$ cat src/pkg/ubm_pkg.sv
package ubm_pkg;

    // ----------------------------------------------------------------
    // register map: byte address is four times the register index
    // ----------------------------------------------------------------
    localparam int         ADDR_W     = 12;
    localparam logic [7:0] CTRL_IDX   = 8'h98;
    localparam logic [7:0] DATA_IDX   = 8'h99;
    localparam logic [7:0] CFG_IDX    = 8'h9a;

    // ----------------------------------------------------------------
    // serial_port_control fields
    // ----------------------------------------------------------------
    localparam int         MODE_BIT   = 7;
    localparam int         FIXED_BIT  = 6;
    localparam int         FILT_BIT   = 5;
    localparam int         REN_BIT    = 4;
    localparam int         TX9_BIT    = 3;
    localparam int         RX9_BIT    = 2;
    localparam int         TI_BIT     = 1;
    localparam int         RI_BIT     = 0;
    localparam logic [7:0] CTRL_RESET = 8'h00;

    // ----------------------------------------------------------------
    // configuration register fields
    // ----------------------------------------------------------------
    localparam int         CFG_IRQEN_BIT  = 8;
    localparam int         CFG_TXBUSY_BIT = 9;
    localparam int         CFG_RXBUSY_BIT = 10;
    localparam logic [7:0] RELOAD_RESET   = 8'h00;

    // ----------------------------------------------------------------
    // timing
    // ----------------------------------------------------------------
    localparam logic [7:0] TIMER_TOP     = 8'hff;
    localparam logic [3:0] TX_IDX_START  = 4'h0;
    localparam logic [3:0] TX_IDX_LAST8  = 4'h8;
    localparam logic [3:0] TX_IDX_STOP   = 4'ha;
    localparam logic [3:0] RX_IDX_DATA   = 4'h7;
    localparam logic [3:0] RX_IDX_LAST8  = 4'h8;
    localparam logic [3:0] RX_IDX_LAST9  = 4'h9;

    typedef enum logic [1:0] {
        TX_IDLE = 2'b00,
        TX_WAIT = 2'b01,
        TX_SEND = 2'b10
    } ubm_tx_state_t;

    typedef enum logic [1:0] {
        RX_IDLE  = 2'b00,
        RX_START = 2'b01,
        RX_BITS  = 2'b10
    } ubm_rx_state_t;

    typedef enum logic [1:0] {
        SEL_NONE = 2'b00,
        SEL_CTRL = 2'b01,
        SEL_DATA = 2'b10,
        SEL_CFG  = 2'b11
    } ubm_sel_t;

endpackage

$ cat src/pkg/ubm_baud_if.sv
`timescale 1ns/1ps
interface ubm_baud_if;
    logic [7:0] reload;
    logic       rxRestart;
    logic       txBitTick;
    logic       rxHalfTick;
    modport gen  (input reload, input rxRestart, output txBitTick, output rxHalfTick);
    modport core (output reload, output rxRestart, input txBitTick, input rxHalfTick);
endinterface

$ cat src/hdl/ubm_baud_gen.sv
`timescale 1ns/1ps
module ubm_baud_gen (
    // clock and reset
    input logic     sys_clk,
    input logic     reset_n,
    // bit timing
    ubm_baud_if.gen baud
);
    import ubm_pkg::*;

    function automatic logic [7:0] nextCount(input logic [7:0] cnt, input logic [7:0] reload);
        return (cnt == TIMER_TOP) ? reload : cnt + 8'h01;
    endfunction

    logic [7:0] txCnt_q;
    logic [7:0] rxCnt_q;
    logic       txHalf_q;
    logic       txTick_q;
    logic       rxTick_q;

    // ----------------------------------------------------------------
    // transmit timer: overflow every 256 - reload cycles, halved
    // ----------------------------------------------------------------
    always_ff @(posedge sys_clk or negedge reset_n) begin
        if (!reset_n) begin
            txCnt_q  <= 8'h00;
            txHalf_q <= 1'b0;
            txTick_q <= 1'b0;
        end else begin
            txCnt_q  <= nextCount(txCnt_q, baud.reload);
            txTick_q <= (txCnt_q == TIMER_TOP) && txHalf_q;
            if (txCnt_q == TIMER_TOP) begin
                txHalf_q <= ~txHalf_q;
            end
        end
    end

    // ----------------------------------------------------------------
    // receive timer: same reload, restarted on a start edge
    // ----------------------------------------------------------------
    always_ff @(posedge sys_clk or negedge reset_n) begin
        if (!reset_n) begin
            rxCnt_q  <= 8'h00;
            rxTick_q <= 1'b0;
        end else if (baud.rxRestart) begin
            rxCnt_q  <= baud.reload;
            rxTick_q <= 1'b0;
        end else begin
            rxCnt_q  <= nextCount(rxCnt_q, baud.reload);
            rxTick_q <= (rxCnt_q == TIMER_TOP);
        end
    end

    assign baud.txBitTick  = txTick_q;
    assign baud.rxHalfTick = rxTick_q;

    a_rx_reload_start: assert property (@(posedge sys_clk) disable iff (!reset_n)
        baud.rxRestart |=> (rxCnt_q == $past(baud.reload)))
        else $error("rx timer not reloaded on start edge");

    a_tx_tick_gap: assert property (@(posedge sys_clk) disable iff (!reset_n)
        baud.txBitTick |=> !baud.txBitTick)
        else $error("tx bit ticks closer than two overflows");

endmodule // ubm_baud_gen

$ cat src/hdl/ubm_uart.sv
`timescale 1ns/1ps
module ubm_uart (
    // clock and reset
    input  logic                       sys_clk,
    input  logic                       reset_n,
    // apb slave
    input  logic [ubm_pkg::ADDR_W-1:0] paddr,
    input  logic                       psel,
    input  logic                       penable,
    input  logic                       pwrite,
    input  logic [31:0]                pwdata,
    output logic [31:0]                prdata,
    output logic                       pready,
    output logic                       pslverr,
    // serial line
    input  logic                       serialIn,
    output logic                       serialOut,
    // interrupt
    output logic                       irq
);
    import ubm_pkg::*;

    function automatic ubm_sel_t regSel(input logic [ADDR_W-1:0] addr);
        if (addr[1:0] != 2'h0) begin
            return SEL_NONE;
        end
        unique case (addr[ADDR_W-1:2])
            (ADDR_W-2)'(CTRL_IDX): return SEL_CTRL;
            (ADDR_W-2)'(DATA_IDX): return SEL_DATA;
            (ADDR_W-2)'(CFG_IDX):  return SEL_CFG;
            default:  return SEL_NONE;
        endcase
    endfunction

    ubm_baud_if baud ();

    ubm_baud_gen u_baud (
        .sys_clk (sys_clk),
        .reset_n (reset_n),
        .baud    (baud)
    );

    // control and configuration state
    logic          mode_q;
    logic          filt_q;
    logic          ren_q;
    logic          tx9_q;
    logic          rx9_q;
    logic          ti_q;
    logic          ri_q;
    logic          irqEn_q;
    logic [7:0]    reload_q;
    logic [7:0]    rxBuf_q;
    // bus outputs
    logic [31:0]   prdata_q;
    logic          pready_q;
    logic          pslverr_q;
    logic          irq_q;
    // transmitter
    ubm_tx_state_t txState_q;
    logic [3:0]    txIdx_q;
    logic [3:0]    txNext;
    logic [7:0]    txShift_q;
    logic          txNinth_q;
    logic          txMode9_q;
    logic          serialOut_q;
    logic          tiSet;
    // receiver
    ubm_rx_state_t rxState_q;
    logic [3:0]    rxIdx_q;
    logic          rxPhase_q;
    logic [7:0]    rxShift_q;
    logic          rxNinth_q;
    logic          rxPrev_q;
    logic          rxSample;
    logic          rxLast;
    logic          ninthVal;
    logic          rxAccept;
    // bus decode
    logic          busWr;
    logic          ctrlWr;
    logic          dataWr;
    logic          cfgWr;

    // ----------------------------------------------------------------
    // apb slave: zero wait, outputs registered in the setup cycle
    // ----------------------------------------------------------------
    assign busWr  = psel && penable && pready_q && pwrite;
    assign ctrlWr = busWr && (regSel(paddr) == SEL_CTRL);
    assign dataWr = busWr && (regSel(paddr) == SEL_DATA);
    assign cfgWr  = busWr && (regSel(paddr) == SEL_CFG);

    always_ff @(posedge sys_clk or negedge reset_n) begin
        if (!reset_n) begin
            pready_q  <= 1'b0;
            pslverr_q <= 1'b0;
            prdata_q  <= 32'h0000_0000;
        end else begin
            pready_q  <= psel && !penable;
            pslverr_q <= psel && !penable && (regSel(paddr) == SEL_NONE);
            if (psel && !penable) begin
                unique case (regSel(paddr))
                    SEL_CTRL: prdata_q <= {24'h00_0000, mode_q, 1'b1, filt_q, ren_q,
                                           tx9_q, rx9_q, ti_q, ri_q};
                    SEL_DATA: prdata_q <= {24'h00_0000, rxBuf_q};
                    SEL_CFG:  prdata_q <= {21'h00_0000, rxState_q != RX_IDLE,
                                           txState_q != TX_IDLE, irqEn_q, reload_q};
                    SEL_NONE: prdata_q <= 32'h0000_0000;
                endcase
            end
        end
    end

    // ----------------------------------------------------------------
    // control register; hardware set wins over a software clear
    // ----------------------------------------------------------------
    always_ff @(posedge sys_clk or negedge reset_n) begin
        if (!reset_n) begin
            mode_q <= CTRL_RESET[MODE_BIT];
            filt_q <= CTRL_RESET[FILT_BIT];
            ren_q  <= CTRL_RESET[REN_BIT];
            tx9_q  <= CTRL_RESET[TX9_BIT];
            rx9_q  <= CTRL_RESET[RX9_BIT];
            ti_q   <= CTRL_RESET[TI_BIT];
            ri_q   <= CTRL_RESET[RI_BIT];
        end else begin
            if (ctrlWr) begin
                mode_q <= pwdata[MODE_BIT];
                filt_q <= pwdata[FILT_BIT];
                ren_q  <= pwdata[REN_BIT];
                tx9_q  <= pwdata[TX9_BIT];
            end
            ti_q  <= tiSet || (ctrlWr ? pwdata[TI_BIT] : ti_q);
            ri_q  <= rxAccept || (ctrlWr ? pwdata[RI_BIT] : ri_q);
            rx9_q <= rxAccept ? ninthVal : (ctrlWr ? pwdata[RX9_BIT] : rx9_q);
        end
    end

    always_ff @(posedge sys_clk or negedge reset_n) begin
        if (!reset_n) begin
            irqEn_q  <= 1'b0;
            reload_q <= RELOAD_RESET;
        end else if (cfgWr) begin
            irqEn_q  <= pwdata[CFG_IRQEN_BIT];
            reload_q <= pwdata[7:0];
        end
    end

    always_ff @(posedge sys_clk or negedge reset_n) begin
        if (!reset_n) begin
            irq_q <= 1'b0;
        end else begin
            irq_q <= irqEn_q && (ti_q || ri_q);
        end
    end

    assign baud.reload = reload_q;

    // ----------------------------------------------------------------
    // transmitter
    // ----------------------------------------------------------------
    // 8-bit frames jump from the last data bit straight to stop
    assign txNext = (txIdx_q == TX_IDX_LAST8 && !txMode9_q) ? TX_IDX_STOP : txIdx_q + 4'h1;
    assign tiSet  = (txState_q == TX_SEND) && baud.txBitTick && (txIdx_q != TX_IDX_STOP)
                    && (txNext == TX_IDX_STOP);

    always_ff @(posedge sys_clk or negedge reset_n) begin
        if (!reset_n) begin
            txState_q   <= TX_IDLE;
            txIdx_q     <= TX_IDX_START;
            txShift_q   <= 8'h00;
            txNinth_q   <= 1'b0;
            txMode9_q   <= 1'b0;
            serialOut_q <= 1'b1;
        end else begin
            unique case (txState_q)
                TX_IDLE: begin
                    // a write while busy is dropped, not queued
                    if (dataWr) begin
                        txShift_q <= pwdata[7:0];
                        txNinth_q <= tx9_q;
                        txMode9_q <= mode_q;
                        txState_q <= TX_WAIT;
                    end
                end
                TX_WAIT: begin
                    if (baud.txBitTick) begin
                        serialOut_q <= 1'b0;
                        txIdx_q     <= TX_IDX_START;
                        txState_q   <= TX_SEND;
                    end
                end
                TX_SEND: begin
                    if (baud.txBitTick) begin
                        if (txIdx_q == TX_IDX_STOP) begin
                            txState_q <= TX_IDLE;
                        end else begin
                            txIdx_q <= txNext;
                            if (txNext == TX_IDX_STOP) begin
                                serialOut_q <= 1'b1;
                            end else if (txNext > TX_IDX_LAST8) begin
                                serialOut_q <= txNinth_q;
                            end else begin
                                serialOut_q <= txShift_q[3'(txNext - 4'h1)];
                            end
                        end
                    end
                end
                default: txState_q <= TX_IDLE;
            endcase
        end
    end

    // ----------------------------------------------------------------
    // receiver: half-bit ticks, samples on every second one
    // ----------------------------------------------------------------
    assign baud.rxRestart = (rxState_q == RX_IDLE) && ren_q && rxPrev_q && !serialIn;
    assign rxSample = (rxState_q == RX_BITS) && ren_q && baud.rxHalfTick && !rxPhase_q;
    assign rxLast   = rxIdx_q == (mode_q ? RX_IDX_LAST9 : RX_IDX_LAST8);
    // in 8-bit mode the stop bit stands in the ninth position
    assign ninthVal = mode_q ? rxNinth_q : serialIn;
    // filter passes addresses only when the master marks them
    assign rxAccept = rxSample && rxLast && !ri_q && (!filt_q || ninthVal);

    always_ff @(posedge sys_clk or negedge reset_n) begin
        if (!reset_n) begin
            rxPrev_q <= 1'b1;
        end else begin
            rxPrev_q <= serialIn;
        end
    end

    always_ff @(posedge sys_clk or negedge reset_n) begin
        if (!reset_n) begin
            rxState_q <= RX_IDLE;
            rxIdx_q   <= 4'h0;
            rxPhase_q <= 1'b0;
            rxShift_q <= 8'h00;
            rxNinth_q <= 1'b0;
        end else begin
            unique case (rxState_q)
                RX_IDLE: begin
                    if (baud.rxRestart) begin
                        rxState_q <= RX_START;
                    end
                end
                RX_START: begin
                    if (!ren_q) begin
                        rxState_q <= RX_IDLE;
                    end else if (baud.rxHalfTick) begin
                        // a glitch shorter than half a bit is not a start
                        rxState_q <= serialIn ? RX_IDLE : RX_BITS;
                        rxIdx_q   <= 4'h0;
                        rxPhase_q <= 1'b1;
                    end
                end
                RX_BITS: begin
                    if (!ren_q) begin
                        rxState_q <= RX_IDLE;
                    end else if (baud.rxHalfTick) begin
                        rxPhase_q <= ~rxPhase_q;
                    end
                    if (rxSample) begin
                        rxIdx_q <= rxIdx_q + 4'h1;
                        if (rxIdx_q <= RX_IDX_DATA) begin
                            rxShift_q <= {serialIn, rxShift_q[7:1]};
                        end else if (!rxLast) begin
                            rxNinth_q <= serialIn;
                        end
                        if (rxLast) begin
                            rxState_q <= RX_IDLE;
                        end
                    end
                end
                default: rxState_q <= RX_IDLE;
            endcase
        end
    end

    always_ff @(posedge sys_clk or negedge reset_n) begin
        if (!reset_n) begin
            rxBuf_q <= 8'h00;
        end else if (rxAccept) begin
            rxBuf_q <= rxShift_q;
        end
    end

    assign prdata    = prdata_q;
    assign pready    = pready_q;
    assign pslverr   = pslverr_q;
    assign serialOut = serialOut_q;
    assign irq       = irq_q;

    // ----------------------------------------------------------------
    // checks
    // ----------------------------------------------------------------
    a_tx_idle_high: assert property (@(posedge sys_clk) disable iff (!reset_n)
        (txState_q == TX_IDLE) |-> serialOut_q)
        else $error("line not high while transmitter idle");

    a_ti_at_stop: assert property (@(posedge sys_clk) disable iff (!reset_n)
        ($rose(ti_q) && !$past(ctrlWr) && txState_q == TX_SEND) |-> (serialOut_q && txIdx_q == TX_IDX_STOP))
        else $error("tx done not raised at stop bit start");

    a_flags_sticky: assert property (@(posedge sys_clk) disable iff (!reset_n)
        !ctrlWr |=> ((ti_q || !$past(ti_q)) && (ri_q || !$past(ri_q))))
        else $error("done flag cleared without software write");

    a_bit6_reads_one: assert property (@(posedge sys_clk) disable iff (!reset_n)
        (psel && !penable && !pwrite && regSel(paddr) == SEL_CTRL) |=> prdata_q[FIXED_BIT])
        else $error("control bit 6 did not read one");

    a_rx_disabled: assert property (@(posedge sys_clk) disable iff (!reset_n)
        (!ren_q && !ctrlWr) |=> (rxState_q == RX_IDLE))
        else $error("receiver active while disabled");

    a_overrun_keep: assert property (@(posedge sys_clk) disable iff (!reset_n)
        ri_q |=> $stable(rxBuf_q))
        else $error("receive buffer overwritten during overrun");

    a_write_starts_tx: assert property (@(posedge sys_clk) disable iff (!reset_n)
        (txState_q == TX_IDLE && dataWr) |-> ##[1:530] !serialOut_q)
        else $error("data write did not start a frame");

    a_irq_shared: assert property (@(posedge sys_clk) disable iff (!reset_n)
        (irqEn_q && (ti_q || ri_q)) |=> irq_q)
        else $error("interrupt missing for set flag");

endmodule // ubm_uart

$ cat config.mk
export PLATFORM = sky130hd
export DESIGN_NAME = ubm_uart
export DESIGN_NICKNAME = d
export VERILOG_FILES = /design/src/pkg/ubm_pkg.sv /design/src/pkg/ubm_baud_if.sv /design/src/hdl/ubm_baud_gen.sv /design/src/hdl/ubm_uart.sv
export SDC_FILE = /design/constraint.sdc
export NUM_CORES = 1
export LEC_CHECK = 0
export ABC_AREA = 1
export BUFFER_PORTS_ARGS = -buffer_cell sky130_fd_sc_hd__buf_2
export CAP_MARGIN = 10
export CORE_UTILIZATION = 30
export CTS_CLUSTER_SIZE = 14
export DETAILED_ROUTE_END_ITERATION = 8
export GPL_ROUTABILITY_DRIVEN = 0
export HOLD_SLACK_MARGIN = 0.15
export PLACE_DENSITY = 0.58
export SYNTH_ARGS = -nofsm -noshare
export SYNTH_HDL_FRONTEND = slang
export SYNTH_SLANG_ARGS = --single-unit
$ cat constraint.sdc
create_clock -name sys_clk -period 3 [get_ports sys_clk]
set_input_delay 0.3 -clock sys_clk [delete_from_list [all_inputs] [get_ports sys_clk]]
set_output_delay 0.3 -clock sys_clk [all_outputs]
set_load 0.02 [all_outputs]
## Word-level counts from Yosys, hierarchy flattened

Index checks and enable logic that the tools add are counted.

| word-level totals | value |
|---|---|
| output and inout port bits | 36 |
| input port bits | 50 |
| logic and storage cells | 179 |
| register bits after elaboration | 112 |

| cells by class | value |
|---|---|
| reduce and logical (&&, ||, !) cells | 51 |
| muxes and demuxes | 53 |
| equal/unequal tests | 32 |
| $add $sub $neg | 5 |
| order comparisons | 3 |
| bitwise operators | 4 |

Operator list:

| operator | count |
|---|---|
| case mux 32 bit (4 select lines) | 1 |
| equality test 10 x 8 -> 1 bit, second input constant | 3 |
| 2-to-1 mux 2 bit | 15 |
| 2-to-1 mux 4 bit | 7 |
| 2-to-1 mux 8 bit | 3 |
| logical AND 1 bit | 23 |
| 2-to-1 mux 1 bit | 19 |
| case mux 2 bit (3 select lines) | 3 |
| adder 8 x 1 -> 8 bit, second input constant | 2 |
| equality test 8 bit, second input constant | 2 |
| case mux 4 bit (2 select lines) | 2 |
| AND reduction 4 bit | 4 |
| equality test 2 bit, second input constant | 6 |
| equality test 4 bit, second input constant | 3 |
| inequality test 2 bit, second input constant | 6 |
| nonzero test 2 bit | 6 |
| inequality test 2 x 1 -> 1 bit, second input constant | 5 |
| adder 4 x 1 -> 4 bit, second input constant | 2 |
| equality test 2 x 1 -> 1 bit, second input constant | 4 |
| logical NOT 2 bit | 4 |
| logical NOT 1 bit | 6 |
| AND reduction 5 bit | 1 |
| equality test 4 bit | 1 |
| > comparator 4 bit, second input constant | 1 |
| 11 further kinds | 19 |

## Longest topological paths before layout

| depth | value |
|---|---|
| word-level depth | 11 |
| mapped depth | 16 |
| mapped depth without buffers | 16 |

## By module

A second synthesis with hierarchy kept.

| unflattened totals | value |
|---|---|
| cell total of the unflattened synthesis | 560 |
| area total of the unflattened synthesis | 4824.6 um^2 |

By module, submodules not included:

| module | times used | cells an instance | seq. area each (um^2) | area an instance (um^2) |
|---|---|---|---|---|
| ubm_uart | 1 | 425 | 1804.2 | 3722.3 |
| ubm_baud_gen | 1 | 135 | 475.5 | 1102.3 |

## Worst setup path after synthesis

Ideal clock, no wire load.

| timing path | value |
|---|---|
| path kind | register -> register |
| start point | register txIdx_q[0] |
| end point | register serialOut_q, in the netlist serialOut |
| setup slack | 1.105 ns |
| stages on the path, launching flop included | 17 |
| required time | 2.939 ns |
| data arrival time | 1.834 ns |
| path buffers | 0 |
| cell sequence | dfrtp_1 -> inv_1 -> ha_1 -> inv_1 -> nor2_1 -> nand2_1 -> inv_1 -> nor2_1 -> inv_1 -> ha_1 -> inv_1 -> nand3_1 -> nand3_1 -> nand3_1 -> nand2_1 -> nand2_1 -> nand2_1 |

| between the ends | value |
|---|---|
| cells in the longest elaborated chain, start to end | 11 |
| elaborated cells on any way between the ends | 17 |

RTL lines:

| item | RTL line | source |
|---|---|---|
| from (decl) | ubm_uart.sv:61 | `logic [3:0] txIdx_q;` |
| from (signal assigned) | ubm_uart.sv:198 | `txIdx_q <= txNext;` |
| parallel branches: the longest is 11 deep, another holds adder 4 x 1 -> 4 bit | n/a |  |
| to (signal assigned) | ubm_uart.sv:202 | `serialOut_q <= txNinth_q;` |
| to (signal assigned) | ubm_uart.sv:204 | `serialOut_q <= txShift_q[3'(txNext - 4'h1)];` |
| to (decl) | ubm_uart.sv:66 | `logic serialOut_q;` |

Several ways; the timed one is not identified. The select of a mux whose other input is x is not followed.
A chain may end at the register's enable or synchronous reset.

## Final worst setup path

Ends and elaborated chain as after synthesis.

==> impl_results.md <==
- Number of synthesized flops with an enable pin: 0
- DRT Wirelength: 9710 µm
- Main synth FF type: dfrtp_1
- Core box area: 0.0146 mm²
- Htree depth: 3
- Fill count: 1,498
- Global route total overflow: 0
- # rows: 44
- IO Count: 86
- Crit Path Category: flop to flop
- Worst Setup Start Kind: flop
- Clock Latency Late Sink: 0.34 ns
- Minimum clock period: 2.21 ns
- Crit path to: serialOut
- Post-Syn Instances: 539
- Global-route wire length before repair: 16,700 µm
- Clock Skew: 0.00604 ns
- Cts repair resizes: 0
- Largest net degree at the start of global routing: 64
- DR iter-0 viols: 253
- Die W: 125 µm
- Synth unique cells: 37
- Worst hold path class: input pin to flop
- Nets@finish: 643
- VDD IR-drop max: 0.401 mV
- Vias in the first global route: 3,439
- Area Overhead vs Synth: 14.7%
- Port bufs: 41
- Post-CTS setup buffer count: 0
- Clock Path Buffers: 2
- GRT Util Overall: 13.4%
- Sequential fraction of the synthesis area: 50.2%
- Crit share post-route: 73.8%
- Num CTS Buffers: 9
- DPL Wire Length: 7200 µm
- Worst EP required: 3.28 ns
- Setup crit start: txIdx_q[0]
- RR Endpoint: serialOut
- Peak fanout along the critical path: 8
- RSZ-0062 raised after global routing: no
- Yosys reg bits: 91
- Hold Vio Cnt, Final: 0
- Layout cells sized above 1: 14.3%
- Worst Setup End Kind: flop
- MaxCap Viol Count: 0
- RR Startpoint: txIdx_q[0]
- Async SR Flop Fraction: 100%
- DIE HEIGHT: 125 µm
- Syn. warnings: 0
- TritonRoute pass-1 iters: 6
- DR vias/cell: 4.52
- CTS Sinks: 91
- Remaining DRCs: 15
- CTS tree: done
- Lkg Pwr: 2.58 nW
- Worst relative slew slack: 45.9%
- Initial Util: 31.0%
- R2R depth: 14
- Die area: 0.0156 mm²
- Mapped Area: 0.00454 mm²
- Final Power: 2.78 mW
- CTS clock-pin slew for the worst setup and hold paths: 0.06 ns
- Vias: 3,497
- Syn_area_per_cell: 8.42 µm²
- Fin Setup TNS: 0 ns
- Max Slew Vio Count: 0
- Worst-margin pin slew: 0.811 ns
- Failing checks: DRC
- Register-to-Register Setup Slack: 0.79 ns
- Final ANT Viol Nets: 0
- WP data arrival: 2.50 ns
- Endpoints failing setup: 0
- Drt wl/cell: 12.6 µm
- Initial antenna violation count: 0
- Power per cell area: 533 mW/mm²
- Root buffer cell: clkbuf_16
- Number of diodes: 0
- Status: complete, but fails checks
- Fmax: 452 MHz
final cells by class:
cell class / count / area (µm²) / area share [%]
clock inverter: 5 / 103 / 1.97
tap: 184 / 230 / 4.42
inverter: 73 / 279 / 5.36
clock buffer: 10 / 229 / 4.40
timing repair buffer: 46 / 250 / 4.81
multi-input combinational: 364 / 1840 / 35.3
sequential: 91 / 2280 / 43.8
worst min-delay path by stage:
stage                         from             end  depth (start not counted)
after global placement     reset_n    rxShift_q[2]                          1
after detailed placement  serialIn        rxPrev_q                          1
after global routing       penable         pslverr                          2
final                      penable         pslverr                          2
after CTS                  penable         pslverr                          2
after floorplan            reset_n  baud.reload[0]                          0
power by group:
group,leakage [nW],internal (mW),switching [mW]
Clock,0.159,0.808,0.444
Sequential,1.18,1.27,0.0330
Combinational,1.24,0.0741,0.146
sequential cells by signal, summed over array words and instances, names as in the netlist, 2 cells and up:
signal / count
rxIdx_q: 4
prdata: 11
u_baud.rxCnt_q: 8
txShift_q: 8
txState_q: 2
txIdx_q: 4
u_baud.txCnt_q: 8
rxBuf_q: 8
rxState_q: 2
baud.reload: 8
rxShift_q: 8
metal layers:
metal | share of wire [%] | routed length (µm) | global-route usage (%) | vias to the layer above
met5 | 0 | 0 | 0 | -
met4 | 1.2 | 119 | 3.30 | 0
met3 | 3.6 | 353 | 3.77 | 8
met2 | 46 | 4430 | 21.4 | 69
met1 | 50 | 4810 | 18.0 | 1635
li1 | - | - | - | 1785
cell usage after synthesis (2+ instances only):
cell type,count,area (µm²)
clkbuf_1,5,18.8
o21ai_0,43,215
a21oi_1,11,55.1
nand2_1,103,387
o21a_1,2,15.0
o211ai_1,3,22.5
ha_1,8,100
nor2_4,2,22.5
xnor2_1,4,35.0
dfrtp_1,89,2230
nand2_4,3,33.8
buf_4,23,173
nand3_1,53,265
nand4_1,11,68.8
nor2_1,62,233
nand2_2,2,12.5
o21ai_2,11,96.3
and3_1,2,12.5
dfstp_2,2,52.6
o22ai_1,4,25.0
nand3b_1,2,15.0
buf_6,2,22.5
inv_1,72,270
xor2_1,7,61.3
cell families after synthesis:
family                   count (synthesis)  share of synthesized area (%)
other                                    1                         0.0826
AO/OA/AOI/OAI                           77                           9.98
adder cells (fa/ha/maj)                  8                           2.21
buffers and inverters                  104                           11.0
flip-flops                              91                           50.2
XOR/XNOR                                11                           2.12
AND/OR/NAND/NOR                        247                           24.4
timing repair:
| action | 4_1_cts | 5_1_grt |
|---|---|---|
| hold endpoints to repair | 60 | 0 |
| setup endpoints to repair | 0 | 0 |
| hold buffers | 2 | 0 |
metrics by stage:
| step | utilization, % | cells | hold WS (ns) | worst slack (ns) | cell area [µm²] |
|---|---|---|---|---|---|
| floorplan | - | 559 | 0.00441 | 1.11 | 4610 |
| finish | 35.6 | 773 | 0.190 | 0.786 | 5210 |
| global placement | 33.2 | 756 | 0.440 | 0.710 | 4860 |
| detailed placement | 33.2 | 756 | 0.441 | 0.682 | 4860 |
| global route | 35.6 | 773 | 0.189 | 0.598 | 5210 |
| CTS | 35.6 | 773 | 0.172 | 0.808 | 5210 |
placed cells by master, fill, tap and decap left out, types with 2 or more instances in the layout:
master           n
nand4_1         11
o21ai_0         43
nand2_4          3
bufinv_16        3
nor2_4           2
nand2_1        103
nand2_2          2
o21a_1           2
dlygate4sd3_1    2
nand3b_1         2
xor2_1           7
a21oi_1         11
clkbuf_16        9
buf_4            4
o211ai_1         3
nand3_1         53
dfstp_2          2
and3_1           2
inv_1           72
buf_2           40
o22ai_1          4
xnor2_1          4
ha_1             8
nor2_1          62
o21ai_2         11
dfrtp_1         89
conb_1          21
critical path, cell delays in order (launching register included):
cell and delay [ns]:
dfrtp_1 0.41, inv_1 0.22, ha_1 0.19, inv_1 0.04, nor2_1 0.09, nand2_1 0.19, nand2_1 0.24, ha_1 0.30
inv_1 0.09, nand3_1 0.08, nand3_1 0.08, nand3_1 0.07, nand2_1 0.06, nand2_1 0.04, nand2_1 0.06
Power figures use the tool's default switching activity.
